$ cat config.mk
export PLATFORM = sky130hd
export DESIGN_NAME = sto_supervisor
export DESIGN_NICKNAME = d
export VERILOG_FILES = /design/src/design/sto_pkg.sv /design/src/design/sto_supervisor.sv /design/src/design/sto_sync.sv
export SDC_FILE = /design/constraint.sdc
export NUM_CORES = 1
export LEC_CHECK = 0
export ABC_AREA = 1
export BUFFER_PORTS_ARGS = -buffer_cell sky130_fd_sc_hd__buf_2
export CAP_MARGIN = 20
export CORE_ASPECT_RATIO = 1.1
export CORE_MARGIN = 2
export CORE_UTILIZATION = 40
export DETAILED_ROUTE_END_ITERATION = 6
export HOLD_SLACK_MARGIN = 0.15
export PLACE_DENSITY = 0.74
export SYNTH_ARGS = -nofsm -noshare
export SYNTH_HDL_FRONTEND = slang
export SYNTH_HIERARCHICAL = 1
export SYNTH_SLANG_ARGS = --single-unit
$ cat constraint.sdc
create_clock -name clk_i -period 2.2 [get_ports clk_i]
set_clock_uncertainty 0.15 [all_clocks]
set_input_delay 0.44 -clock clk_i [delete_from_list [all_inputs] [get_ports clk_i]]
set_output_delay 0.44 -clock clk_i [all_outputs]
set_load 0.005 [all_outputs]
$ cat src/design/sto_pkg.sv
// constants and types for the torque cutoff supervisor
package sto_pkg;
    localparam int unsigned FAULT_W = 8;
    localparam int unsigned WARN_W = 14;
    localparam int unsigned CODE_W = 12;
    // display code for the torque cutoff alarm, 0x206 shown as P206
    localparam logic [11:0] CODE_CUTOFF = 12'h206;
    localparam logic [11:0] CODE_NONE = 12'h000;
    // fault codes shown as 0x1nn with nn the fault bit index plus one
    localparam logic [11:0] CODE_FAULT_BASE = 12'h100;
    localparam logic [11:0] CODE_WARN_BASE = 12'h200;
    localparam logic [11:0] CODE_CUTOFF_WARN = 12'h220;
    typedef enum logic [1:0] {
        STO_ST_OFF = 2'b00,
        STO_ST_RUN = 2'b01,
        STO_ST_CUT = 2'b10,
        STO_ST_WAIT = 2'b11
    } sto_state_t;
endpackage

$ cat src/design/sto_supervisor.sv
// torque cutoff and alarm supervisor for the servo power stage
`timescale 1ns/1ps
`default_nettype none
module sto_supervisor #(
    parameter int unsigned GATES = 6
) (
    // clock and reset
    input wire logic clk_i,
    input wire logic sys_rst_i,
    // safety inputs from pins, high means input on
    input wire logic safety_input_a_i,
    input wire logic safety_input_b_i,
    // drive control, same clock domain
    input wire logic enable_cmd_i,
    input wire logic [GATES-1:0] pwm_gate_i,
    input wire logic [sto_pkg::FAULT_W-1:0] fault_i,
    input wire logic [sto_pkg::WARN_W-1:0] warn_i,
    // power stage and status
    output logic [GATES-1:0] pwm_gate_o,
    output logic servo_on_o,
    output logic cutoff_active_o,
    output logic safety_monitor_output_o,
    output logic [sto_pkg::CODE_W-1:0] alarm_code_o,
    output logic [sto_pkg::WARN_W-1:0] warn_flags_o
);
    initial begin
        if (GATES < 1 || GATES > 16) begin
            $error("sto_supervisor: GATES must be 1 to 16");
        end
    end

    logic [1:0] safe_s;
    // reset to off: cutoff holds until the inputs are seen on
    sto_sync #(
        .WIDTH(2),
        .RST_VAL(2'b00)
    ) u_sync (
        .clk_i(clk_i),
        .sys_rst_i(sys_rst_i),
        .async_i({safety_input_b_i, safety_input_a_i}),
        .sync_o(safe_s)
    );

    sto_pkg::sto_state_t state_q, state_d;
    logic enable_prev_q;
    logic [GATES-1:0] pwm_gate_q;
    logic servo_on_q;
    logic cutoff_q;
    logic monitor_q;
    logic [sto_pkg::CODE_W-1:0] code_q;
    logic [sto_pkg::WARN_W-1:0] warn_q;

    wire cutoff_req = ~(safe_s[0] & safe_s[1]);
    wire both_off = ~safe_s[0] & ~safe_s[1];
    wire both_on = safe_s[0] & safe_s[1];
    wire enable_rise = enable_cmd_i & ~enable_prev_q;
    wire any_fault = |fault_i;
    // lowest set fault index picks the shown fault code
    logic [sto_pkg::CODE_W-1:0] fault_code;
    always_comb begin
        fault_code = sto_pkg::CODE_NONE;
        for (int i = sto_pkg::FAULT_W - 1; i >= 0; i--) begin
            if (fault_i[i]) begin
                fault_code = sto_pkg::CODE_FAULT_BASE + 12'(i + 1);
            end
        end
    end

    // cutoff is checked first so no other protection can override it
    always_comb begin
        state_d = state_q;
        case (state_q)
            sto_pkg::STO_ST_OFF: begin
                if (cutoff_req) begin
                    state_d = sto_pkg::STO_ST_CUT;
                end else if (enable_rise && !any_fault) begin
                    state_d = sto_pkg::STO_ST_RUN;
                end
            end
            sto_pkg::STO_ST_RUN: begin
                if (cutoff_req) begin
                    state_d = sto_pkg::STO_ST_CUT;
                end else if (any_fault || !enable_cmd_i) begin
                    state_d = sto_pkg::STO_ST_OFF;
                end
            end
            sto_pkg::STO_ST_CUT: begin
                if (both_on) begin
                    state_d = sto_pkg::STO_ST_WAIT;
                end
            end
            sto_pkg::STO_ST_WAIT: begin
                // a held enable does not restart; a new rising edge is needed
                if (cutoff_req) begin
                    state_d = sto_pkg::STO_ST_CUT;
                end else if (enable_rise && !any_fault) begin
                    state_d = sto_pkg::STO_ST_RUN;
                end
            end
            default: begin
                state_d = sto_pkg::STO_ST_CUT;
            end
        endcase
    end

    // outputs follow the next state so the cutoff reaches the pins with the state
    wire run_d = (state_d == sto_pkg::STO_ST_RUN);
    wire cut_d = (state_d == sto_pkg::STO_ST_CUT);
    wire [GATES-1:0] gate_d = run_d ? pwm_gate_i : '0;
    logic [sto_pkg::CODE_W-1:0] code_d;
    always_comb begin
        if (cut_d) begin
            code_d = sto_pkg::CODE_CUTOFF;
        end else if (any_fault) begin
            code_d = fault_code;
        end else if (|warn_i) begin
            code_d = sto_pkg::CODE_WARN_BASE;
        end else begin
            code_d = sto_pkg::CODE_NONE;
        end
    end

    always_ff @(posedge clk_i or posedge sys_rst_i) begin
        if (sys_rst_i) begin
            state_q <= sto_pkg::STO_ST_CUT;
            enable_prev_q <= 1'b0;
        end else begin
            state_q <= state_d;
            enable_prev_q <= enable_cmd_i;
        end
    end

    // the synchroniser resets to both off, so the monitor is held low until real pin values have passed
    // both flops; otherwise a reset would show the safety controller a false both-off pattern
    logic [1:0] primed_q;
    always_ff @(posedge clk_i or posedge sys_rst_i) begin
        if (sys_rst_i) begin
            primed_q <= 2'h0;
        end else begin
            primed_q <= {primed_q[0], 1'h1};
        end
    end
    wire monitor_d = both_off & primed_q[1];

    always_ff @(posedge clk_i or posedge sys_rst_i) begin
        if (sys_rst_i) begin
            pwm_gate_q <= '0;
            servo_on_q <= 1'b0;
            cutoff_q <= 1'b1;
            monitor_q <= 1'b0;
            code_q <= sto_pkg::CODE_CUTOFF;
            warn_q <= '0;
        end else begin
            pwm_gate_q <= gate_d;
            servo_on_q <= run_d;
            cutoff_q <= cut_d;
            monitor_q <= monitor_d;
            code_q <= code_d;
            warn_q <= warn_i;
        end
    end

    assign pwm_gate_o = pwm_gate_q;
    assign servo_on_o = servo_on_q;
    assign cutoff_active_o = cutoff_q;
    assign safety_monitor_output_o = monitor_q;
    assign alarm_code_o = code_q;
    assign warn_flags_o = warn_q;

    // checks
    gate_off_cut_a: assert property (@(posedge clk_i) disable iff (sys_rst_i)
        cutoff_active_o |-> (pwm_gate_o == '0 && !servo_on_o))
        else $error("gates or servo on during cutoff");
    cut_enter_a: assert property (@(posedge clk_i) disable iff (sys_rst_i)
        cutoff_req |=> cutoff_active_o)
        else $error("cutoff not entered one cycle after input off");
    fault_prio_a: assert property (@(posedge clk_i) disable iff (sys_rst_i)
        (cutoff_req && any_fault) |=> alarm_code_o == sto_pkg::CODE_CUTOFF)
        else $error("fault code shown over cutoff");
    code_cut_a: assert property (@(posedge clk_i) disable iff (sys_rst_i)
        cutoff_active_o |-> alarm_code_o == sto_pkg::CODE_CUTOFF)
        else $error("cutoff code missing");
    // pin-level checks: two sync flops plus the output register put outputs three edges behind the pins
    monitor_map_a: assert property (@(posedge clk_i) disable iff (sys_rst_i)
        ##3 safety_monitor_output_o == (!$past(safety_input_a_i, 3) && !$past(safety_input_b_i, 3)))
        else $error("monitor output wrong");
    fault_off_a: assert property (@(posedge clk_i) disable iff (sys_rst_i)
        any_fault |=> !servo_on_o)
        else $error("servo on with fault");
    warn_keep_a: assert property (@(posedge clk_i) disable iff (sys_rst_i)
        (servo_on_o && |warn_i && !any_fault && !cutoff_req && enable_cmd_i) |=> servo_on_o)
        else $error("warning changed enable state");
    fresh_en_a: assert property (@(posedge clk_i) disable iff (sys_rst_i)
        (cutoff_active_o ##1 !cutoff_active_o) |-> !servo_on_o)
        else $error("servo on without fresh enable");
    no_run_held_a: assert property (@(posedge clk_i) disable iff (sys_rst_i)
        (state_q == sto_pkg::STO_ST_WAIT && !enable_rise) |=> !servo_on_o)
        else $error("servo on from held enable");
    pin_cut_a: assert property (@(posedge clk_i) disable iff (sys_rst_i)
        (!safety_input_a_i || !safety_input_b_i) |-> ##3 cutoff_active_o)
        else $error("cutoff missed after input off");
    leave_cut_a: assert property (@(posedge clk_i) disable iff (sys_rst_i)
        $fell(cutoff_active_o) |-> ($past(safety_input_a_i, 3) && $past(safety_input_b_i, 3)))
        else $error("cutoff left while an input was off");
    gate_follow_a: assert property (@(posedge clk_i) disable iff (sys_rst_i)
        pwm_gate_o == (servo_on_o ? $past(pwm_gate_i) : '0))
        else $error("gates not forced off outside run");
    rise_fresh_a: assert property (@(posedge clk_i) disable iff (sys_rst_i)
        $rose(servo_on_o) |-> ($past(enable_cmd_i) && !$past(enable_cmd_i, 2) && $past(fault_i) == '0))
        else $error("servo started without fresh enable");
    warn_pass_a: assert property (@(posedge clk_i) disable iff (sys_rst_i)
        ##1 warn_flags_o == $past(warn_i))
        else $error("warning flags not passed");

    cut_seen_c: cover property (@(posedge clk_i) disable iff (sys_rst_i)
        servo_on_o ##1 cutoff_active_o);
    restart_c: cover property (@(posedge clk_i) disable iff (sys_rst_i)
        (state_q == sto_pkg::STO_ST_WAIT) ##[1:20] servo_on_o);
    monitor_c: cover property (@(posedge clk_i) disable iff (sys_rst_i)
        safety_monitor_output_o);
    fault_c: cover property (@(posedge clk_i) disable iff (sys_rst_i)
        servo_on_o ##1 (any_fault && !cutoff_req));
    one_off_c: cover property (@(posedge clk_i) disable iff (sys_rst_i)
        cutoff_active_o && !safety_monitor_output_o && safe_s != 2'h0);
endmodule
`default_nettype wire

$ cat src/design/sto_sync.sv
// two flip-flop synchroniser, one per bit
`timescale 1ns/1ps
`default_nettype none
module sto_sync #(
    parameter int unsigned WIDTH = 2,
    parameter logic [WIDTH-1:0] RST_VAL = '0
) (
    // clock and reset
    input wire logic clk_i,
    input wire logic sys_rst_i,
    // data
    input wire logic [WIDTH-1:0] async_i,
    output logic [WIDTH-1:0] sync_o
);
    logic [WIDTH-1:0] meta_q;
    initial begin
        if (WIDTH < 1) begin
            $error("sto_sync: WIDTH must be at least 1");
        end
    end
    always_ff @(posedge clk_i or posedge sys_rst_i) begin
        if (sys_rst_i) begin
            meta_q <= RST_VAL;
            sync_o <= RST_VAL;
        end else begin
            meta_q <= async_i;
            sync_o <= meta_q;
        end
    end
endmodule
`default_nettype wire

# Word level (Yosys, flattened, before mapping)
# Cells that the tools add are included.
# Widths: inputs -> output; s select.
[classes]
n_eq_ne = 5
mux = 18
n_bitwise = 7
reduce_logical = 8
[op_table]
columns = ["op", "count"]
rows = [
  ["$mux 12", 9],
  ["$reduce_or 14->1", 1],
  ["$mux 10", 1],
  ["$mux 2", 5],
  ["$mux 9", 1],
  ["$reduce_or 8->1", 1],
  ["$eq 2x2->1 const B", 3],
  ["$mux 6", 1],
  ["$pmux 2 s3", 1],
  ["$and 1x1->1", 4],
  ["$eq 2x1->1 const B", 2],
  ["$not 1->1", 3],
  ["$logic_not 1->1", 2],
  ["$logic_not 2->1", 1],
  ["$reduce_or 2->1", 1],
  ["$logic_and 1x1->1", 1],
  ["$logic_or 1x1->1", 1],
]
[totals]
register_bits = 44
elab_cells = 49

# Depth between registers and ports, before layout
[logic_depth]
depth_word = 10
depth_mapped = 12
depth_no_buf = 12

# Modules after synthesis
# Netlist, hierarchy kept.
[modules_own_cells]
columns = ["mod", "n_inst", "cells_per_inst", "area_each_um2"]
rows = [
  ["sto_supervisor", 1, 121, 1342.5],
  ["sto_sync", 1, 5, 103.8],
]

# Least setup slack after synthesis
# OpenSTA, ideal clock, no wires.
[synth_timing]
path_type = "flip-flop to flip-flop"
startpoint = "reg state_q[1]"
endpoint = "reg code_q, in the netlist alarm_code_o[8]"
setup_ns = 0.121
t_arrival_ns = 1.268
t_required_ns = 1.929
slack_ns = 0.661
stages_incl_launch_ff = 10
n_path_buf = 0
path_cell_list = "dfstp_2 > ha_1 > inv_1 > nor2_1 > nand2_1 > nand2_1 > nand2_2 > nand2_4 > nor2_4 > nor2_1"
[synth_between]
elab_chain_len = 5
[synth_lines]
columns = ["item", "line", "source"]
rows = [
  ["from (decl)", "sto_supervisor.sv:44", "sto_pkg::sto_state_t state_q, state_d;"],
  ["from (signal assigned)", "sto_supervisor.sv:125", "state_q <= sto_pkg::STO_ST_CUT;"],
  ["from (signal assigned)", "sto_supervisor.sv:128", "state_q <= state_d;"],
  ["$eq 2x2->1 / $logic_not 2->1 (equally long branches)", "sto_supervisor.sv:72", "case (state_q)"],
  ["$reduce_or 2->1 (no source line)", "-", ""],
  ["$pmux 2 s3 (*)", "sto_supervisor.sv:72", ""],
  ["via state_d[0]", "sto_supervisor.sv:44", ""],
  ["$eq 2x2->1 (*)", "sto_supervisor.sv:108", "wire cut_d = (state_d == sto_pkg::STO_ST_CUT);"],
  ["via cut_d", "sto_supervisor.sv:108", ""],
  ["$mux 12 (*)", "sto_supervisor.sv:112", "if (cut_d) begin"],
  ["via code_d, one bit", "sto_supervisor.sv:110", "logic [sto_pkg::CODE_W-1:0] code_d;"],
  ["to (signal assigned)", "sto_supervisor.sv:151", "code_q <= sto_pkg::CODE_CUTOFF;"],
  ["to (signal assigned)", "sto_supervisor.sv:158", "code_q <= code_d;"],
  ["to (decl)", "sto_supervisor.sv:50", "logic [sto_pkg::CODE_W-1:0] code_q;"],
]
# Mark *: on every way through the listed nets, which the timed path passes. The rest lies on a longest branch.

# Final worst setup path
[layout_timing]
startpoint = "in enable_cmd_i"
endpoint = "reg pwm_gate_q[3], in the netlist pwm_gate_o[3]"
[layout_between]
elab_chain_len = 7
[layout_lines]
columns = ["item", "line", "source"]
rows = [
  ["from (decl)", "sto_supervisor.sv:14", "input wire logic enable_cmd_i,"],
  ["$and 1x1->1 / $logic_not 1->1 (equally long branches)", "sto_supervisor.sv:56, sto_supervisor.sv:83", ""],
  ["$logic_and 1x1->1 / $logic_or 1x1->1 (equally long branches)", "sto_supervisor.sv:76, sto_supervisor.sv:96, sto_supervisor.sv:83", ""],
  ["$mux 2 (on tied branches)", "sto_supervisor.sv:76, sto_supervisor.sv:96, sto_supervisor.sv:83", ""],
  ["$mux 2 (on tied branches)", "sto_supervisor.sv:94, sto_supervisor.sv:81", ""],
  ["$pmux 2 s3 (*)", "sto_supervisor.sv:72", ""],
  ["$eq 2x1->1 (*)", "sto_supervisor.sv:107", "wire run_d = (state_d == sto_pkg::STO_ST_RUN);"],
  ["$mux 6 (*)", "sto_supervisor.sv:109", "wire [GATES-1:0] gate_d = run_d ? pwm_gate_i : '0;"],
  ["via gate_d[3]", "sto_supervisor.sv:109", ""],
  ["to (signal assigned)", "sto_supervisor.sv:154", "pwm_gate_q <= gate_d;"],
  ["to (decl)", "sto_supervisor.sv:46", "logic [GATES-1:0] pwm_gate_q;"],
]
# Marked as above.

==> results.cfg <==
[cts]
path_clk_slew_ns = 0.10
ctsHoldBuffers = 18
cts_tree = yes
clock_sink_count = 38
htree_levels = 2
cts-resized-gates = 0
root_buffer = clkbuf_4
cts_buffers = 5
cts.path.max_buffers = 2
worstSkewPairLatency_ns = 0.34
post_cts_buffers = 0

[floorplanning]
ioPinCount = 68
die_w_um = 61.34
dieArea_sq_mm = 0.004113
start_util_pct = 42.72
core_area_sq_mm = 0.003386
die_h_um = 67.07
fp-row-count = 22

[finish]
final_util_pct = 61.57
fill_cells = 303
nets = 247
n_antenna_cell = 0
drive_gt1_share_pct = 44.60
final_area_sq_mm = 0.002085
multiInputGateArea_sq_um = 389.1
regArea_sq_um = 957.2
area_delta_synth_final_pct = 44.12

[place]
dp_slack_ns = 0.4130
place.gp.congestion = 0.7975
placed_area_sq_mm = 0.001793
hpwl_um = 1893
portBuffers = 61

[setup_path]
worstSetupEndpointType = flop
cp_top_family = simple AND/OR/NAND/NOR gates
crit_required_ns = 2.32
crit_slowest_cell = dlygate4sd3_1
timing.rr.start = state_q[1]
start_kind = primary input
crit_path_frequent_cell = nand2_1
worst-path-buf-inv = 3
reg2reg_to = alarm_code_o[8]
worstSetupPathType = in -> reg
ff2ff_setup_slack_ns = 0.53
cp_max_fo = 7
crit_path_cell_trace = dlygate4sd3_1, buf_2, inv_1, nor2_1, nand2_2, nand2_1, nand2_1, nand2_1, nand2_2, nand2_4, nand2_8, nor2_2
crit_arrival_ns = 1.85
reg2regPathDepth = 9
cp_slowest_stage_delay_ns = 0.52

[yosys]
yosysMostFrequentCell = dfrtp_1
syn_area_sq_mm = 0.001446
synth_top_cells_by_count = dfrtp_1, inv_1, nand2_1
yosysSeqAreaShare_pct = 66.18
synthCells = 126
synth_edf_count = 0
synth_top_cell_area_share_pct = 57.09
async_flop_share_pct = 100.0
synth-main-ff-cell = dfrtp_1
synth-seq-cells = 38
syn_area_per_cell_sq_um = 11.48
ys_types = 23
yosysTopAreaCell = dfrtp_1
synth_top_cells_by_area = dfrtp_1, dfstp_2, inv_1, nand2_1, nor2_1
yosysWarnings = 6

[grt]
antenna_found_initial = 0
grt_start_max_net_pins = 35
grt_use_total_pct = 16.06
global_route.overflow_total = 0
grt_pass1_vias = 1070
grt_pass1_wl_um = 4629

[timing]
setup_tns_ns = 0
setup_slack_ns = 0.4774
slew_viol_final = 0
fin_crit_ns = 1.723
rsz0062_at_grt = false
max_freq_mhz = 580.5
finalHoldViolations = 0
period_share_pct = 78.30
finalSetupViolCount = 0

[run_status]
status = finished, final reports clean

[run]
drv_cap = 0

[power]
powerDensity_mw_per_mm2 = 1005
vdd_drop_max_uv = 420.6
cellLeakagePower_nw = 1.108

[hold_path]
hold_depth = 3
holdPathEnd = pwm_gate_o[0]
min_from = pwm_gate_i[0]
hp-class = in -> reg

[routing]
num_vias = 1088
wl_per_cell_um = 10.90
dr.first_iter.drc_count = 35
routed_via_density = 4.169
drt_wl_total_um = 2845
dr.pass1.iters = 4
drc = 0
drtAntennaViolNets = 0
[logic make-up (layout without fill, tap and decap cells)]
kind of cell    count (synthesis)  after routing  share of synthesized area, %
compound gates                  3              3                         1.211
fa+ha+maj                       2              2                         1.730
buf+inv                        25            107                         8.218
flops                          38             38                         66.18
other cells                     2              7                        0.5192
simple gates                   56             56                         22.14
[layer usage]
metal	vias to the layer above	part of all wire [%]	track usage [%]
li1	538	-	-
met1	503	36	15.55
met2	42	57	30.05
met3	5	5.1	3.689
met4	0	2.2	8.777
met5	-	0	0
[cell type report]
class / instances / share of cell area [%]
Sequential cell: 38 / 45.92
Multi-Input combinational cell: 68 / 18.67
Timing Repair Buffer: 80 / 23.65
Inverter: 19 / 3.541
Tap cell: 48 / 2.881
Clock buffer: 6 / 2.461
Clock inverter: 2 / 2.881
[report_power, final]
group | total (W) | internal, W | leakage, nW | switching (W)
clock network | 0.000608 | 0.000385 | 0.0585 | 0.000223
registers | 0.000891 | 0.000848 | 0.459 | 0.0000426
logic | 0.000596 | 0.000236 | 0.591 | 0.000360
[flip-flops by register name, summed over array words and instances (netlist names)]
| name | flops |
|---|---|
| pwm_gate_o | 6 |
| u_sync/sync_o | 2 |
| cutoff_active_o | 1 |
| enable_prev_q | 1 |
| primed_q | 2 |
| u_sync/meta_q | 2 |
| servo_on_o | 1 |
| safety_monitor_output_o | 1 |
| alarm_code_o | 6 |
| state_q | 2 |
| warn_flags_o | 14 |
[cells in the final DEF, fill, tap and decap left out]
cell type	instances
a21oi_1	1
buf_2	61
buf_4	1
bufinv_16	2
clkbuf_4	5
clkbuf_8	1
conb_1	7
dfrtp_1	33
dfstp_2	5
dlygate4sd3_1	18
ha_1	2
inv_1	17
inv_2	1
inv_4	1
nand2_1	15
nand2_2	5
nand2_4	2
nand2_8	1
nand3_1	1
nand4_1	3
nor2_1	14
nor2_2	6
nor2_4	4
nor3_1	1
nor3b_1	1
nor4_1	3
o21ai_0	1
o31ai_1	1
[worst max path at each step]
stage / cells after the start / to / startpoint / slack [ns]
final: 12 / pwm_gate_o[3] / enable_cmd_i / 0.48
after global routing: 12 / pwm_gate_o[3] / enable_cmd_i / 0.35
after CTS: 12 / pwm_gate_o[3] / enable_cmd_i / 0.46
after detailed placement: 13 / alarm_code_o[9] / fault_i[3] / 0.41
after global placement: 13 / alarm_code_o[9] / fault_i[3] / 0.43
after floorplan: 9 / alarm_code_o[8] / state_q[1] / 0.66
[tightest hold or removal path: stages]
cell	delay [ns]
buf_2	0.09
inv_1	0.05
nor2_2	0.03
[per-stage QoR]
stage / std cells / hold slack [ns] / total power [W]
after floorplan: 131 / 0.05608 / 0.001297
after global placement: 235 / 0.1788 / 0.001473
after detailed placement: 235 / 0.1847 / 0.001487
after CTS: 261 / 0.1516 / 0.002118
after global routing: 261 / 0.1611 / 0.002234
final: 261 / 0.1634 / 0.002095
Note: power is estimated with default switching activity, not from simulation.
